--- src/logic/uart_global_defines.vh ---
// register map, field positions and reset values of the global control block
`ifndef UART_GLOBAL_DEFINES_VH
`define UART_GLOBAL_DEFINES_VH

`define ADDR_GLOBAL_PENDING    8'h80
`define ADDR_SOURCE_LOW        8'h81
`define ADDR_SOURCE_MID        8'h82
`define ADDR_SOURCE_HIGH       8'h83
`define ADDR_TIMER_COMMAND     8'h84
`define ADDR_CHANNEL_RESET     8'h88
`define ADDR_RESERVED_SLOT     8'h89
`define ADDR_SLEEP_ENABLE      8'h8b
`define ADDR_REVISION          8'h8c
`define ADDR_IDENTIFIER        8'h8d
`define ADDR_BROADCAST         8'h8e

`define SLEEP_RESET            8'h00
`define BROADCAST_RESET        8'h00
`define BROADCAST_BIT          0

`define TIMER_CLK_SEL_BIT      3
`define TIMER_MODE_BIT         2
`define TIMER_RUN_BIT          1
`define TIMER_IRQ_EN_BIT       0

`define CMD_IRQ_ENABLE         4'h1
`define CMD_IRQ_DISABLE        4'h2
`define CMD_ONE_SHOT           4'h3
`define CMD_RETRIGGER          4'h4
`define CMD_CLK_INTERNAL       4'h5
`define CMD_CLK_EXTERNAL       4'h6
`define CMD_START              4'h9
`define CMD_STOP               4'ha
`define CMD_RESET              4'hb

`define SRC_NONE               3'h0
`define SRC_RX_DATA            3'h1
`define SRC_RX_TIMEOUT         3'h2
`define SRC_TX_READY           3'h3
`define SRC_MODEM              3'h4
`define SRC_TIMER              3'h7

`endif

--- src/logic/octal_uart_global_control.v ---
// device-wide configuration and interrupt-gathering registers of an eight-channel uart
`timescale 1ns/1ps
`default_nettype none
`include "uart_global_defines.vh"

// Contract
// - pending register, one bit per channel
// - three registers pack 3-bit codes per channel
// - code zero means none or wake-up
// - code 001 receive data or line status
// - 010 receive time-out, 011 transmit ready
// - 100 modem/flow events; 101,110 never produced
// - code 111 timer time-out, channel 0 only
// - reading timer register clears timer interrupt
// - low nibble commands: irq enable/disable, start/stop/reset
// - commands select one-shot/retrigger, clock source
// - write-one pulses self-clearing per-channel reset
// - sleep enable register, reset to zero
// - read-only revision number register
// - identifier chosen by bonding option input
// - broadcast bit applies channel writes everywhere
module octal_uart_global_control #(
    parameter       CHANNELS      = 8,
    parameter [7:0] REVISION      = 8'h01, // arbitrary value
    parameter [7:0] ID_OPTION_LOW = 8'h5a, // arbitrary value
    parameter [7:0] ID_OPTION_HIGH = 8'h5b // arbitrary value
) (
    input  wire                clk_i,
    input  wire                rst_i,
    input  wire [7:0]          addr_i,
    input  wire [7:0]          wdata_i,
    input  wire                wr_i,
    input  wire                rd_i,
    output reg  [7:0]          rdata_o,
    input  wire [CHANNELS-1:0] receive_data_ready_i,
    input  wire [CHANNELS-1:0] rx_timeout_i,
    input  wire [CHANNELS-1:0] transmit_ready_i,
    input  wire [CHANNELS-1:0] modem_event_i,
    input  wire                timer_expired_i,
    input  wire                bonding_option_input_i,
    output reg  [CHANNELS-1:0] channel_reset_o,
    output reg  [CHANNELS-1:0] channel_sleep_enable_o,
    output reg                 broadcast_write_o,
    output reg                 timer_irq_enable_o,
    output reg                 timer_run_o,
    output reg                 timer_retrigger_o,
    output reg                 timer_clk_external_o,
    output reg                 timer_restart_o,
    output wire                timer_irq_o
);

    // =========================================================
    // input synchronisers for pins from outside the clock domain
    reg [CHANNELS-1:0] rxd_s1, rxd_s2;
    reg [CHANNELS-1:0] rxt_s1, rxt_s2;
    reg [CHANNELS-1:0] txr_s1, txr_s2;
    reg [CHANNELS-1:0] mod_s1, mod_s2;
    reg                tmr_s1, tmr_s2;
    reg                bonding_option_input_s1, bonding_option_input_s2;

    always @(posedge clk_i or posedge rst_i) begin
        if (rst_i) begin
            rxd_s1  <= {CHANNELS{1'b0}};
            rxd_s2  <= {CHANNELS{1'b0}};
            rxt_s1  <= {CHANNELS{1'b0}};
            rxt_s2  <= {CHANNELS{1'b0}};
            txr_s1  <= {CHANNELS{1'b0}};
            txr_s2  <= {CHANNELS{1'b0}};
            mod_s1  <= {CHANNELS{1'b0}};
            mod_s2  <= {CHANNELS{1'b0}};
            tmr_s1  <= 1'b0;
            tmr_s2  <= 1'b0;
            bonding_option_input_s1 <= 1'b0;
            bonding_option_input_s2 <= 1'b0;
        end else begin
            rxd_s1  <= receive_data_ready_i;
            rxd_s2  <= rxd_s1;
            rxt_s1  <= rx_timeout_i;
            rxt_s2  <= rxt_s1;
            txr_s1  <= transmit_ready_i;
            txr_s2  <= txr_s1;
            mod_s1  <= modem_event_i;
            mod_s2  <= mod_s1;
            tmr_s1  <= timer_expired_i;
            tmr_s2  <= tmr_s1;
            bonding_option_input_s1 <= bonding_option_input_i;
            bonding_option_input_s2 <= bonding_option_input_s1;
        end
    end

    // =========================================================
    // timer time-out flag: set on rising edge while the timer irq is enabled, cleared by reading the timer register
    reg  tmr_prev;
    reg  timer_flag;
    wire timer_rise;
    wire timer_read;

    assign timer_rise = tmr_s2 & ~tmr_prev;
    assign timer_read = rd_i & (addr_i == `ADDR_TIMER_COMMAND);

    always @(posedge clk_i or posedge rst_i) begin
        if (rst_i) begin
            tmr_prev   <= 1'b0;
            timer_flag <= 1'b0;
        end else begin
            tmr_prev <= tmr_s2;
            if (timer_rise & timer_irq_enable_o) begin
                timer_flag <= 1'b1; // set wins over a clearing read
            end else if (timer_read) begin
                timer_flag <= 1'b0;
            end
        end
    end

    assign timer_irq_o = timer_flag;

    // =========================================================
    // per-channel source codes and pending bits
    wire [3*CHANNELS-1:0] codes;
    wire [CHANNELS-1:0]   pending;

    genvar ch;
    generate
        for (ch = 0; ch < CHANNELS; ch = ch + 1) begin : g_chan
            source_encoder u_enc (
                .rx_data_i    (rxd_s2[ch]),
                .rx_timeout_i (rxt_s2[ch]),
                .tx_ready_i   (txr_s2[ch]),
                .modem_i      (mod_s2[ch]),
                .timer_i      ((ch == 0) ? timer_flag : 1'b0),
                .code_o       (codes[3*ch +: 3])
            );
            assign pending[ch] = |codes[3*ch +: 3];
        end
    endgenerate

    // 24-bit packed code field, channel 0 in the lowest bits
    wire [23:0] code_field;
    assign code_field = codes[23:0];

    // =========================================================
    // timer command decode
    wire       cmd_write;
    wire [3:0] cmd;
    assign cmd_write = wr_i & (addr_i == `ADDR_TIMER_COMMAND);
    assign cmd       = wdata_i[3:0];

    always @(posedge clk_i or posedge rst_i) begin
        if (rst_i) begin
            timer_irq_enable_o   <= 1'b0;
            timer_run_o          <= 1'b0;
            timer_retrigger_o    <= 1'b0;
            timer_clk_external_o <= 1'b0;
            timer_restart_o      <= 1'b0;
        end else begin
            timer_restart_o <= 1'b0;
            if (cmd_write) begin
                case (cmd)
                    `CMD_IRQ_ENABLE:   timer_irq_enable_o   <= 1'b1;
                    `CMD_IRQ_DISABLE:  timer_irq_enable_o   <= 1'b0;
                    `CMD_ONE_SHOT:     timer_retrigger_o    <= 1'b0;
                    `CMD_RETRIGGER:    timer_retrigger_o    <= 1'b1;
                    `CMD_CLK_INTERNAL: timer_clk_external_o <= 1'b0;
                    `CMD_CLK_EXTERNAL: timer_clk_external_o <= 1'b1;
                    `CMD_START:        timer_run_o          <= 1'b1;
                    `CMD_STOP:         timer_run_o          <= 1'b0;
                    `CMD_RESET: begin
                        timer_run_o     <= 1'b0;
                        timer_restart_o <= 1'b1;
                    end
                    default: ; // reserved codes are ignored
                endcase
            end
        end
    end

    // =========================================================
    // control registers: channel reset pulse, sleep, broadcast
    always @(posedge clk_i or posedge rst_i) begin
        if (rst_i) begin
            channel_reset_o        <= {CHANNELS{1'b0}};
            channel_sleep_enable_o <= `SLEEP_RESET;
            broadcast_write_o      <= 1'b0;
        end else begin
            if (wr_i & (addr_i == `ADDR_CHANNEL_RESET)) begin
                channel_reset_o <= wdata_i[CHANNELS-1:0];
            end else begin
                channel_reset_o <= {CHANNELS{1'b0}};
            end
            if (wr_i & (addr_i == `ADDR_SLEEP_ENABLE)) begin
                channel_sleep_enable_o <= wdata_i[CHANNELS-1:0];
            end
            if (wr_i & (addr_i == `ADDR_BROADCAST)) begin
                broadcast_write_o <= wdata_i[`BROADCAST_BIT];
            end
        end
    end

    // =========================================================
    // timer register readback, reserved upper nibble reads zero
    wire [7:0] timer_status;
    assign timer_status = {4'h0, timer_clk_external_o, timer_retrigger_o,
                           timer_run_o, timer_irq_enable_o};

    // =========================================================
    // read data, registered on the read strobe
    reg [7:0] next_rdata;

    always @* begin
        if (addr_i == `ADDR_GLOBAL_PENDING) begin
            next_rdata = pending[7:0];
        end else if (addr_i == `ADDR_SOURCE_LOW) begin
            next_rdata = code_field[7:0];
        end else if (addr_i == `ADDR_SOURCE_MID) begin
            next_rdata = code_field[15:8];
        end else if (addr_i == `ADDR_SOURCE_HIGH) begin
            next_rdata = code_field[23:16];
        end else if (addr_i == `ADDR_TIMER_COMMAND) begin
            next_rdata = timer_status;
        end else if (addr_i == `ADDR_SLEEP_ENABLE) begin
            next_rdata = channel_sleep_enable_o;
        end else if (addr_i == `ADDR_REVISION) begin
            next_rdata = REVISION;
        end else if (addr_i == `ADDR_IDENTIFIER) begin
            next_rdata = bonding_option_input_s2 ? ID_OPTION_HIGH : ID_OPTION_LOW;
        end else if (addr_i == `ADDR_BROADCAST) begin
            next_rdata = {7'h00, broadcast_write_o};
        end else begin
            next_rdata = 8'h00;
        end
    end

    always @(posedge clk_i or posedge rst_i) begin
        if (rst_i) begin
            rdata_o <= 8'h00;
        end else if (rd_i) begin
            rdata_o <= next_rdata;
        end
    end

endmodule // octal_uart_global_control

`default_nettype wire

--- src/logic/source_encoder.v ---
// per-channel priority encoder of interrupt causes into a 3-bit code
`timescale 1ns/1ps
`default_nettype none
`include "uart_global_defines.vh"

module source_encoder (
    input  wire       rx_data_i,
    input  wire       rx_timeout_i,
    input  wire       tx_ready_i,
    input  wire       modem_i,
    input  wire       timer_i,
    output reg  [2:0] code_o
);
    // =========================================================
    // priority: lowest number wins, zero when nothing pending
    always @* begin
        if (rx_data_i) begin
            code_o = `SRC_RX_DATA;
        end else if (rx_timeout_i) begin
            code_o = `SRC_RX_TIMEOUT;
        end else if (tx_ready_i) begin
            code_o = `SRC_TX_READY;
        end else if (modem_i) begin
            code_o = `SRC_MODEM;
        end else if (timer_i) begin
            code_o = `SRC_TIMER;
        end else begin
            code_o = `SRC_NONE;
        end
    end
endmodule // source_encoder

`default_nettype wire

--- config.mk ---
export PLATFORM = sky130hd
export DESIGN_NAME = octal_uart_global_control
export DESIGN_NICKNAME = d
export VERILOG_FILES = /design/src/logic/octal_uart_global_control.v /design/src/logic/source_encoder.v
export VERILOG_INCLUDE_DIRS = /design/src /design/src/logic
export SDC_FILE = /design/constraint.sdc
export NUM_CORES = 1
export LEC_CHECK = 0
export BUFFER_PORTS_ARGS = -buffer_cell sky130_fd_sc_hd__buf_2
export CAP_MARGIN = 20
export CORE_MARGIN = 2
export CORE_UTILIZATION = 53
export CTS_CLUSTER_DIAMETER = 60
export DETAILED_ROUTE_END_ITERATION = 7
export PLACE_DENSITY = 0.79
export RECOVER_POWER = 100
export SKIP_CTS_REPAIR_TIMING = 1
export SKIP_LAST_GASP = 1
export SLEW_MARGIN = 0
export SYNTH_ARGS = -nofsm -noshare
export SYNTH_HDL_FRONTEND = slang
export SYNTH_SLANG_ARGS = --single-unit
--- constraint.sdc ---
create_clock -name clk_i -period 4.4 [get_ports clk_i]
set_input_delay 1.32 -clock clk_i [delete_from_list [all_inputs] [get_ports clk_i]]
set_output_delay 1.32 -clock clk_i [all_outputs]
set_load 0.03 [all_outputs]
# [Word level (Yosys, flattened, before mapping)]
# Index checks and enable logic that the tools add are counted.
[word_totals] ff_bits=100 mem_count=0 word_cells=120 out_inout_bits=31 mem_bits_ro=0 mem_bits_rw=0 inputBits=54 latchBits=0
[op_classes] n_reduce_logical=18 n_addsub=0 div=0 n_lt_le_gt_ge=0 n_eq_ne=19 muxes=52 bitwise_logic=8 multipliers=0 n_shift=0
[ops] op="3-bit two-way mux" count=33
[ops] op="8-bit == test (second input constant)" count=10
[ops] op="8-bit two-way mux" count=7
[ops] op="3-bit OR reduction" count=8
[ops] op="7-bit two-way mux" count=2
[ops] op="4-bit by 3-bit == test with 1-bit output (second input constant)" count=3
[ops] op="4-bit == test (second input constant)" count=3
[ops] op="2-bit nonzero test" count=5
[ops] op="4-bit by 2-bit == test with 1-bit output (second input constant)" count=2
[ops] op="1-bit case mux with 2 select lines" count=4
[ops] op="2-bit AND reduction" count=4
[ops] op="1-bit AND" count=7
[ops] op="1-bit two-way mux" count=6
[ops] op="4-bit by 1-bit == test with 1-bit output (second input constant)" count=1
[ops] op="2-bit OR reduction" count=1
[ops] op="1-bit NOT" count=1

# [Longest topological paths before layout]
# Gate-level depths: netlist (run 1).
[depth] ltp_word=10 depth_mapped=7 ltp_nobuf=5

# [Modules after synthesis]
# From an unflattened synthesis (run 1), not the netlist that was laid out.
[unflattened] cells_unflattened=331 area_unflattened_um2=3927.5
[modules_own_cells] module="octal_uart_global_control" area_per_inst_um2=3557.2 instances=1 cells_each=267
[modules_own_cells] module="source_encoder" area_per_inst_um2=46.3 instances=8 cells_each=8

# [Worst setup path before layout (run 1)]
# OpenSTA, ideal clock, no wires.
[synth_path] kind="input-to-reg" from="in addr_i[5]" to="reg channel_sleep_enable_o[0]" setup_ns=0.125 t_required_ns=4.275 path_stages=5 arrival_time_ns=2.628 path_slack_ns=1.648 path_buffers=1 path_cell_list="or4b_1 -> buf_4 -> nor3_4 -> nand2_4 -> mux2_2"
[synth_between] elab_chain_cells=2
[synth_rtl] item="start, declared" line="octal_uart_global_control.v:30" rtl="input wire [7:0] addr_i,"
[synth_rtl] item="8-bit == test (no source line)"
[synth_rtl] item="1-bit AND" line="octal_uart_global_control.v:190" rtl="if (wr_i & (addr_i == `ADDR_SLEEP_ENABLE)) begin"
[synth_rtl] item="end signal, assigned" line="octal_uart_global_control.v:182" rtl="channel_sleep_enable_o <= `SLEEP_RESET;"
[synth_rtl] item="end signal, assigned" line="octal_uart_global_control.v:191" rtl="channel_sleep_enable_o <= wdata_i[CHANNELS-1:0];"
[synth_rtl] item="end, declared" line="octal_uart_global_control.v:42" rtl="output reg [CHANNELS-1:0] channel_sleep_enable_o,"
# Every way passes these cells.
# A chain may end at the register's enable or synchronous reset.

# [Worst setup path after layout (run 1)]
[layout_path] from="in addr_i[1]" to="reg timer_irq_enable_o"
[layout_between] elab_chain_cells=3
[layout_rtl] item="8-bit == test (no source line)"
[layout_rtl] item="1-bit AND" line="octal_uart_global_control.v:145" rtl="assign cmd_write = wr_i & (addr_i == `ADDR_TIMER_COMMAND);"
[layout_rtl] item="2-bit AND reduction (no source line)"
[layout_rtl] item="end signal, assigned" line="octal_uart_global_control.v:150" rtl="timer_irq_enable_o <= 1'b0;"
[layout_rtl] item="end signal, assigned" line="octal_uart_global_control.v:159" rtl="`CMD_IRQ_ENABLE: timer_irq_enable_o <= 1'b1;"
[layout_rtl] item="end signal, assigned" line="octal_uart_global_control.v:160" rtl="`CMD_IRQ_DISABLE: timer_irq_enable_o <= 1'b0;"
[layout_rtl] item="end, declared" line="octal_uart_global_control.v:44" rtl="output reg timer_irq_enable_o,"
# Every way passes these cells.

==> results of run 1 <==
per-stage QoR:
| stage | area, µm² | total power [mW] | hold WS [ns] |
|---|---|---|---|
| after floorplan | 3750 | 1.08 | 0.331 |
| after global placement | 4270 | 1.13 | 0.333 |
| after detailed placement | 4270 | 1.14 | 0.335 |
| after CTS | 4460 | 1.68 | 0.345 |
| after global routing | 4400 | 1.74 | 0.348 |
| final | 4400 | 1.67 | 0.346 |
final timing paths:
check,end
worst max-delay path,timer_irq_enable_o
worst min-delay path,mod_s2[4]
worst max register to register,rdata_o[3]
worst min register to register,mod_s2[4]
max in group asynchronous,channel_sleep_enable_o[4]
min in group asynchronous,rxd_s1[7]
routing by layer:
layer,wire (µm),track usage [%],up-vias
met2,3590,32.6,105
met3,513,5.75,15
met4,136,8.68,0
met5,0,0,-
li1,-,-,1273
met1,3370,29.2,1287
cell families (layout without fill, tap and decap cells):
group / count (synthesis) / in the layout
XOR/XNOR: 1 / 1
AO/OA/AOI/OAI: 79 / 79
buffers and inverters: 21 / 114
multiplexers: 10 / 10
AND/OR/NAND/NOR: 91 / 91
flip-flops: 100 / 100
Yosys cell counts, drive strengths merged, types with 8 or more instances:
cell type	number
a21oi	15
a31oi	10
and2	8
clkbuf	9
dfrtp	100
inv	11
mux2	9
nand2	18
nor2	18
nor2b	10
o21ai	21
layout by cell type, fill, tap and decap left out, types with 2 or more instances in the layout:
| cell type | Yosys | layout |
|---|---|---|
| nand2_1 | 17 | 17 |
| buf_4 | 1 | 3 |
| nor4b_1 | 2 | 2 |
| a21oi_1 | 15 | 15 |
| o211ai_1 | 3 | 3 |
| o2bb2ai_1 | 2 | 2 |
| nor3_1 | 6 | 7 |
| o21ai_0 | 21 | 21 |
| nor2_1 | 17 | 17 |
| or3_1 | 2 | 2 |
| o21bai_1 | 2 | 2 |
| and2_1 | 8 | 5 |
| and2_0 | 0 | 3 |
| o22ai_1 | 7 | 7 |
| nand2b_1 | 3 | 3 |
| a31oi_1 | 10 | 10 |
| inv_6 | 0 | 3 |
| dfrtp_1 | 100 | 100 |
| mux2_2 | 9 | 9 |
| nand3_1 | 4 | 4 |
| clkbuf_1 | 9 | 33 |
| nor2b_1 | 10 | 10 |
| o41ai_1 | 2 | 2 |
| clkbuf_8 | 0 | 9 |
| inv_1 | 11 | 10 |
| buf_2 | 0 | 51 |
| o31ai_1 | 2 | 2 |
| nor4_1 | 4 | 5 |
| nand4_1 | 6 | 6 |
report_power, final:
part           total, mW  internal [mW]  switching, mW  leakage, nW
Clock              0.550          0.220          0.330       0.0993
Combinational      0.134         0.0456         0.0884        0.625
Sequential         0.982          0.959         0.0229         1.22
Total               1.67           1.22          0.441         1.95
final cells by class:
| type | count | area, µm² |
|---|---|---|
| clock buffers | 9 | 124 |
| clock inverters | 7 | 67.6 |
| fillers | 573 | 2440 |
| inverters | 11 | 42.5 |
| multi-input cells | 181 | 1140 |
| flip-flops and latches | 100 | 2500 |
| well taps | 96 | 120 |
| repair buffers | 87 | 402 |
sequential cells by signal, summed over array words and instances (netlist names), 8 cells and up:
name	flops
txr_s2	8
rxt_s2	8
rxd_s1	8
rxd_s2	8
rdata_o	8
channel_sleep_enable_o	8
channel_reset_o	8
rxt_s1	8
mod_s1	8
mod_s2	8
txr_s1	8
==> metrics, run 1 <==
max-slew violations 50; via density per instance 5.46; full die area 7760 µm²; Worst R2R Path Depth 4; Setup violations, final 0; slowest stage cell, crit path or4b_2; post-route ant nets 0; maximum root-to-sink buffer count 2; vias in the first global route 2563; Final min period 3.21 ns; n_diodes 0; critical path class in2reg; Post-Synth Adder-Cell Area 0%; Clock Skew 0.0119 ns; CTS tree yes; PD cells 379 nW/µm²; RSZ-0062 raised after global routing false; DR vias 2680; Final Hold Viols 0; slack of the worst reg-to-reg path 2.81 ns; startpoint class of the critical path primary input; Yosys cell types 54; Leak Pwr 1.95 nW; worst-path fanout max 21; Reg clk slew, reported paths 0.10 ns; fin crit share 73.0%; die width 88.1 µm; total negative slack 0 ns; VDD IR max 289 µV; core area 6830 µm²; crit path DAT 3.47 ns; Synth Area in Compound Gates 13.5%; CP Depth 6; Worst setup startpoint addr_i[1]; Top delay family on crit path simple AND/OR/NAND/NOR gates; Worst setup EP type flip-flop; reg-to-reg critical path startpoint rxt_s2[1]; top-area cell type share of the netlist area 66.8%; status finished, violations left; antenna violations before repair 0; Worst Hold Launch mod_s1[4]; top cells by area, synth dfrtp_1 (67%), o21ai_0 (2.8%), mux2_2 (2.7%); Finished Layout Cells 491; Initial DRT Pass Iterations 4; fraction of layout cells with a size suffix above 1 21.8%; final wirelength 7610 µm; XOR/XNOR share of the synthesized area 0.234%; dpl hpwl 5460 µm; mapped cell area 3750 µm²; FMAX 0.311 GHz; DP Worst Slack 1.25 ns; Ports 85; hold path cells 0; cells after synthesis 302; Primary FF master, synth dfrtp_1; mux cell area share after synthesis 2.97%; DIE HEIGHT 88.1 µm; Placed Instances 475; CTS buffer count 9; CP bufs+invs 1; Placer Congestion 0.900; wire per inst 15.5 µm; Root Buffer clkbuf_8; num rows 30; leading area contributor after synthesis dfrtp_1; fraction of the mapped netlist area in simple logic gates 14.4%; Initial DRC Count 220; Async S/R FF share, synth 100%; htree depth 3; layout net count 444; Final WS setup 1.19 ns; GRT Total Usage 21.3%; number of synthesized flops with an enable pin 0; synthesis-to-layout area growth 17.3%; Seq/Total Area, Yosys 66.8%; crit-path cells clkbuf_1 > or4b_2 > nor4_1 > nand3b_1 > a21oi_1 > nor2_1; clock latency at the later pin of the worst-skew pair 0.37 ns; gr ovfl total 0; Slew headroom -33.8%; #FFs+latches synth 100; I/O Buffers 84; final core occ 64.3%; Max-Cap Viols 1; Warnings, synthesis 0; first-pass GRT wire length 12300 µm; Required @ worst endpoint 4.66 ns; DRC viols 0; Net Count, Synth 356; slowest stage delay, CP 0.78 ns; initial core utilization 54.9%; post-synthesis area per instance 12.4 µm²; worst min path class reg2reg; Clock Sinks 100; violated checks max-capacitance violations, max-slew violations; largest net degree at the start of global routing 50; worst slew pin tran 2.00 ns; largest family of logic cells by synthesized area simple AND/OR/NAND/NOR gates
No activity file was read; power rests on OpenSTA's default activity.
==> inputs of run 2 (changes only) <==
--- a/config.mk
+++ b/config.mk
@@ -6,13 +6,14 @@
 export SDC_FILE = /design/constraint.sdc
 export NUM_CORES = 1
 export LEC_CHECK = 0
+export ABC_AREA = 1
 export BUFFER_PORTS_ARGS = -buffer_cell sky130_fd_sc_hd__buf_2
 export CAP_MARGIN = 20
 export CORE_MARGIN = 2
-export CORE_UTILIZATION = 53
+export CORE_UTILIZATION = 48
 export CTS_CLUSTER_DIAMETER = 60
 export DETAILED_ROUTE_END_ITERATION = 7
-export PLACE_DENSITY = 0.79
+export PLACE_DENSITY = 0.76
 export RECOVER_POWER = 100
 export SKIP_CTS_REPAIR_TIMING = 1
 export SKIP_LAST_GASP = 1
==> constraint.sdc (replaced) <==
create_clock -name clk_i -period 2.58 [get_ports clk_i]
set_input_delay 0.774 -clock clk_i [delete_from_list [all_inputs] [get_ports clk_i]]
set_output_delay 0.774 -clock clk_i [all_outputs]
set_load 0.03 [all_outputs]
==> metrics, run 2 <==
fraction of layout cells with a size suffix above 1 19.2% (-2.5 points); Yosys cell types 31 (-43%); DRC viols 0 (unchanged); Leak Pwr 2.25 nW (+16%); most frequent cell after synthesis dfrtp_1; FMAX 0.493 GHz; n_diodes 0 (unchanged); VDD IR max 401 µV (+39%); Async S/R FF share, synth 100% (unchanged); largest net degree at the start of global routing 58 (+16%); RSZ-0062 raised after global routing false; Seq/Total Area, Yosys 66.9% (+0.18 points); status finished, final reports clean; top-area cell type share of the netlist area 66.9% (+0.18 points); wire per inst 13.0 µm (-16%); final wirelength 7200 µm (-5.3%); Net Count, Synth 407 (+14%); post-route ant nets 0 (unchanged); maximum root-to-sink buffer count 2 (unchanged); DP Area 4290 µm² (+0.44%); #FFs+latches synth 100 (unchanged); full die area 8510 µm² (+9.7%); post-synthesis area per instance 10.6 µm² (-15%); most common cell after layout, fill and taps aside dfrtp_1; Clock Skew 0.00800 ns (-0.00388 ns); Initial DRC Count 150 (-32%); number of synthesized flops with an enable pin 0 (unchanged); CP bufs+invs 3 (+2); GRT Total Usage 18.4% (-2.9 points); Final min period 2.03 ns; Primary FF master, synth dfrtp_1; Reg clk slew, reported paths 0.09 ns (about the same); post-route design area 4440 µm² (+0.97%); vias in the first global route 2635 (+2.8%); worst min path class reg2reg; critical path class in2reg; Ports 85 (unchanged); initial core utilization 48.9% (-6.0 points); crit-path cells buf_2 > inv_1 > nand2_1 > nor2_8 > nand2_1 > nor2_1 > inv_2 > o21ai_0 > o21ai_1; Initial DRT Pass Iterations 4 (unchanged); worst slew pin tran 0.947 ns (-1.05 ns); mapped cell area 3740 µm² (-0.27%); Placer Congestion 0.943 (+4.8%); Setup violations, final 0 (unchanged); first-pass GRT wire length 12000 µm (-2.7%); slowest stage delay, CP 0.39 ns (-0.39 ns); worst-path fanout max 17 (-19%); htree depth 3 (unchanged); dpl hpwl 5370 µm (-1.6%); via density per instance 4.72 (-14%); slowest stage cell, crit path nor2_1; CTS buffer count 9 (unchanged); Root Buffer clkbuf_8; fill cell count 659 (+15%); most frequent cells in the layout dfrtp_1 (100), nand2_1 (69), buf_2 (53); Top delay family on crit path simple AND/OR/NAND/NOR gates; startpoint class of the critical path primary input; Max-Cap Viols 0 (-1); crit path DAT 2.29 ns (-1.18 ns); I/O Buffers 84 (unchanged); cells after synthesis 353 (+17%); PD cells 690 nW/µm² (+82%); Clock Sinks 100 (unchanged); DR vias 2613 (-2.5%); synth cell count leaders dfrtp_1 (100), nand2_1 (65), nor2_1 (46), inv_1 (42), nand3_1 (23); antenna violations before repair 0 (unchanged); total negative slack 0 ns (unchanged); gr ovfl total 0 (unchanged); CTS tree yes; layout net count 501 (+13%); clock latency at the later pin of the worst-skew pair 0.37 ns (about the same); Warnings, synthesis 0 (unchanged); fin crit share 78.6%; core area 7650 µm² (+12%); max-slew violations 0 (-100%); CP most frequent cell nand2_1; num rows 32 (+6.7%); Slew headroom 36.5% (+70 points); DIE HEIGHT 92.3 µm (+4.7%); synthesis-to-layout area growth 18.7%; leading area contributor after synthesis dfrtp_1; Final Hold Viols 0 (unchanged); Worst setup EP type flip-flop; Required @ worst endpoint 2.84 ns (-1.82 ns); top cells by area, synth dfrtp_1 (67%), nand2_1 (6.5%), nor2_1 (4.6%); die width 92.3 µm (+4.7%)
run 2: cell types whose count changed in the layout (fill, tap and decap cells not counted), sizes merged, moves of 4 or more:
cell | previous run | this run
a21oi | 15 | 6
a31oi | 10 | 2
and2 | 8 | 0
inv | 14 | 45
mux2 | 9 | 0
nand2 | 18 | 72
nand3 | 4 | 25
nor2 | 18 | 50
nor2b | 10 | 0
nor4 | 5 | 1
o21ai | 21 | 28
o22ai | 7 | 0
run 2: logic make-up after synthesis:
family	after synthesis	share of synthesized area (%)
AOI/OAI and AO/OA	42	7.13
buffers and inverters	48	5.25
DFF	100	66.9
and+or+nand+nor	163	20.7
run 2: cell type report:
type / instances / area, µm² / share of cell area [%]
Clock inverter: 6 / 118 / 2.65
Multi-Input combinational cell: 205 / 972 / 21.9
Inverter: 45 / 171 / 3.86
Sequential cell: 100 / 2500 / 56.4
Clock buffer: 10 / 138 / 3.10
Timing Repair Buffer: 86 / 409 / 9.22
Tap cell: 102 / 128 / 2.88
run 2: path summary, 6_finish.rpt:
check | from | depth (start not counted) | slack, ns | endpoint
max in group asynchronous | rst_i | 3 | 1.27 | channel_reset_o[6]
worst min register to register | mod_s1[0] | 0 | 0.35 | mod_s2[0]
min in group asynchronous | rst_i | 2 | 0.55 | txr_s1[6]
worst min-delay path | mod_s1[0] | 0 | 0.35 | mod_s2[0]
worst max-delay path | addr_i[6] | 9 | 0.55 | rdata_o[7]
worst max register to register | timer_irq_o | 7 | 1.30 | rdata_o[0]
run 2: per-stage QoR:
stage,hold slack [ns],power [mW],cells,utilization [%],worst slack (ns)
after floorplan,0.331,1.80,353,-,0.616
after global placement,0.334,1.89,538,56.1,0.539
after detailed placement,0.335,1.89,538,56.1,0.495
after CTS,0.354,3.10,554,59.5,0.807
after global routing,0.364,3.18,554,58.0,0.386
final,0.352,3.06,554,58.0,0.551
run 2: report_power, final:
group          total [mW]  switching, mW  internal, mW
clock                1.21          0.532         0.680
sequential           1.66         0.0316          1.63
combinational       0.186          0.125        0.0618
run 2: routing by layer:
layer  GRT usage, %  vias to the layer above  routed length (µm)
li1               -                     1309                   -
met1           23.8                     1215                3280
met2           28.7                       72                3390
met3           4.35                       17                 327
met4           10.1                        0                 208
met5              0                        -                   0
==> inputs of run 3 (changes only) <==
--- a/config.mk
+++ b/config.mk
@@ -10,10 +10,10 @@
 export BUFFER_PORTS_ARGS = -buffer_cell sky130_fd_sc_hd__buf_2
 export CAP_MARGIN = 20
 export CORE_MARGIN = 2
-export CORE_UTILIZATION = 48
+export CORE_UTILIZATION = 53
 export CTS_CLUSTER_DIAMETER = 60
 export DETAILED_ROUTE_END_ITERATION = 7
-export PLACE_DENSITY = 0.76
+export PLACE_DENSITY = 0.8
 export RECOVER_POWER = 100
 export SKIP_CTS_REPAIR_TIMING = 1
 export SKIP_LAST_GASP = 1
==> constraint.sdc (replaced) <==
create_clock -name clk_i -period 1.9 [get_ports clk_i]
set_input_delay 0.57 -clock clk_i [delete_from_list [all_inputs] [get_ports clk_i]]
set_output_delay 0.57 -clock clk_i [all_outputs]
set_load 0.03 [all_outputs]
==> metrics, run 3 (synthesis gave the netlist of run 2 again) <==
status finished, final reports clean; num rows 30 (-6.3%); first-pass GRT wire length 11600 µm (-3.4%); Final Hold Viols 0 (unchanged); Required @ worst endpoint 1.33 ns (-1.51 ns); RSZ-0062 raised after global routing false; most frequent cells in the layout dfrtp_1 (100), nand2_1 (67), buf_2 (53); slowest stage delay, CP 0.40 ns (about the same); Placer Congestion 0.949 (+0.69%); Setup violations, final 0 (unchanged); DP Area 4300 µm² (+0.17%); VDD IR max 638 µV (+59%); Initial DRC Count 229 (+53%); total negative slack 0 ns (unchanged); max-slew violations 0 (unchanged); layout net count 503 (+0.40%); initial core utilization 55.0% (+6.1 points); gr ovfl total 0 (unchanged); Finished Layout Cells 550 (-0.72%); I/O Buffers 84 (unchanged); largest net degree at the start of global routing 64 (+10%); critical path class reg2out; post-route design area 4390 µm² (-1.1%); GRT Total Usage 20.0% (+1.6 points); DRC viols 0 (unchanged); Worst setup EP type output pin; die width 88.0 µm (-4.6%); via density per instance 4.87 (+3.2%); DR vias 2677 (+2.4%); Top delay family on crit path flip-flops; crit path DAT 1.09 ns (-1.20 ns); clock latency at the later pin of the worst-skew pair 0.36 ns (about the same); Tot Pwr 3.75 mW (+23%); Clock Skew 0.0104 ns (+0.00236 ns); worst min path class in2reg; PD cells 855 nW/µm² (+24%); vias in the first global route 2536 (-3.8%); slowest stage cell, crit path dfrtp_1; CP bufs+invs 1 (-2); CTS buffer count 9 (unchanged); FMAX 0.601 GHz; antenna violations before repair 0 (unchanged); fraction of layout cells with a size suffix above 1 20.0% (+0.80 points); crit-path cells clkbuf_1; CTS tree yes; Worst Hold Margin 0.302 ns (-0.0508 ns); Slew headroom 14.5% (-22 points); startpoint class of the critical path flip-flop; Ports 85 (unchanged); final wirelength 6980 µm (-3.1%); maximum root-to-sink buffer count 2 (unchanged); fin crit share 87.5%; core area 6790 µm² (-11%); worst slew pin tran 1.28 ns (+0.335 ns); Max-Cap Viols 0 (unchanged); most common cell after layout, fill and taps aside dfrtp_1; Root Buffer clkbuf_8; Final WS setup 0.237 ns (-0.314 ns); synthesis-to-layout area growth 17.4%; final core occ 64.6% (+6.6 points); Initial DRT Pass Iterations 4 (unchanged); worst-path fanout max 3 (-14); Placed Instances 534 (-0.74%); wire per inst 12.7 µm (-2.4%); Clock Sinks 100 (unchanged); post-route ant nets 0 (unchanged); DIE HEIGHT 88.0 µm (-4.6%); DP Worst Slack 0.0807 ns (-0.414 ns); htree depth 3 (unchanged); Leak Pwr 2.26 nW (+0.42%); full die area 7740 µm² (-9.0%); Reg clk slew, reported paths 0.09 ns (about the same); n_diodes 0 (unchanged); Final min period 1.66 ns; dpl hpwl 5300 µm (-1.3%)
[run 3: final timing paths]
path,startpoint,endpoint,slack [ns],depth (start not counted)
min in group asynchronous,rst_i,channel_reset_o[5],0.48,3
hold reg to reg,txr_s1[5],txr_s2[5],0.35,0
setup reg to reg,timer_irq_o,rdata_o[0],0.64,7
hold / removal,transmit_ready_i[6],txr_s1[6],0.30,1
max in group asynchronous,rst_i,mod_s1[0],0.45,3
setup / recovery,channel_sleep_enable_o[6],channel_sleep_enable_o[6],0.24,1
[run 3: where the power goes]
group          switching, mW  internal (mW)
Sequential            0.0438           2.22
Clock                  0.717          0.525
Combinational          0.169         0.0812
[run 3: layout make-up]
class                           count  area, µm²
Clock inverter                      6       47.5
Fill cell                         542       2410
Sequential cell                   100       2500
Multi-Input combinational cell    205       1000
Inverter                           45        171
Timing Repair Buffer               88        405
Clock buffer                       10        138
Tap cell                           96        120
[run 3: routing by layer]
| layer | vias up | track usage (%) | part of all wire [%] |
|---|---|---|---|
| li1 | 1316 | - | - |
| met1 | 1268 | 27.2 | 44 |
| met5 | - | 0 | 0 |
| met2 | 78 | 29.8 | 48 |
| met4 | 0 | 9.51 | 2.6 |
| met3 | 15 | 6.03 | 5.4 |
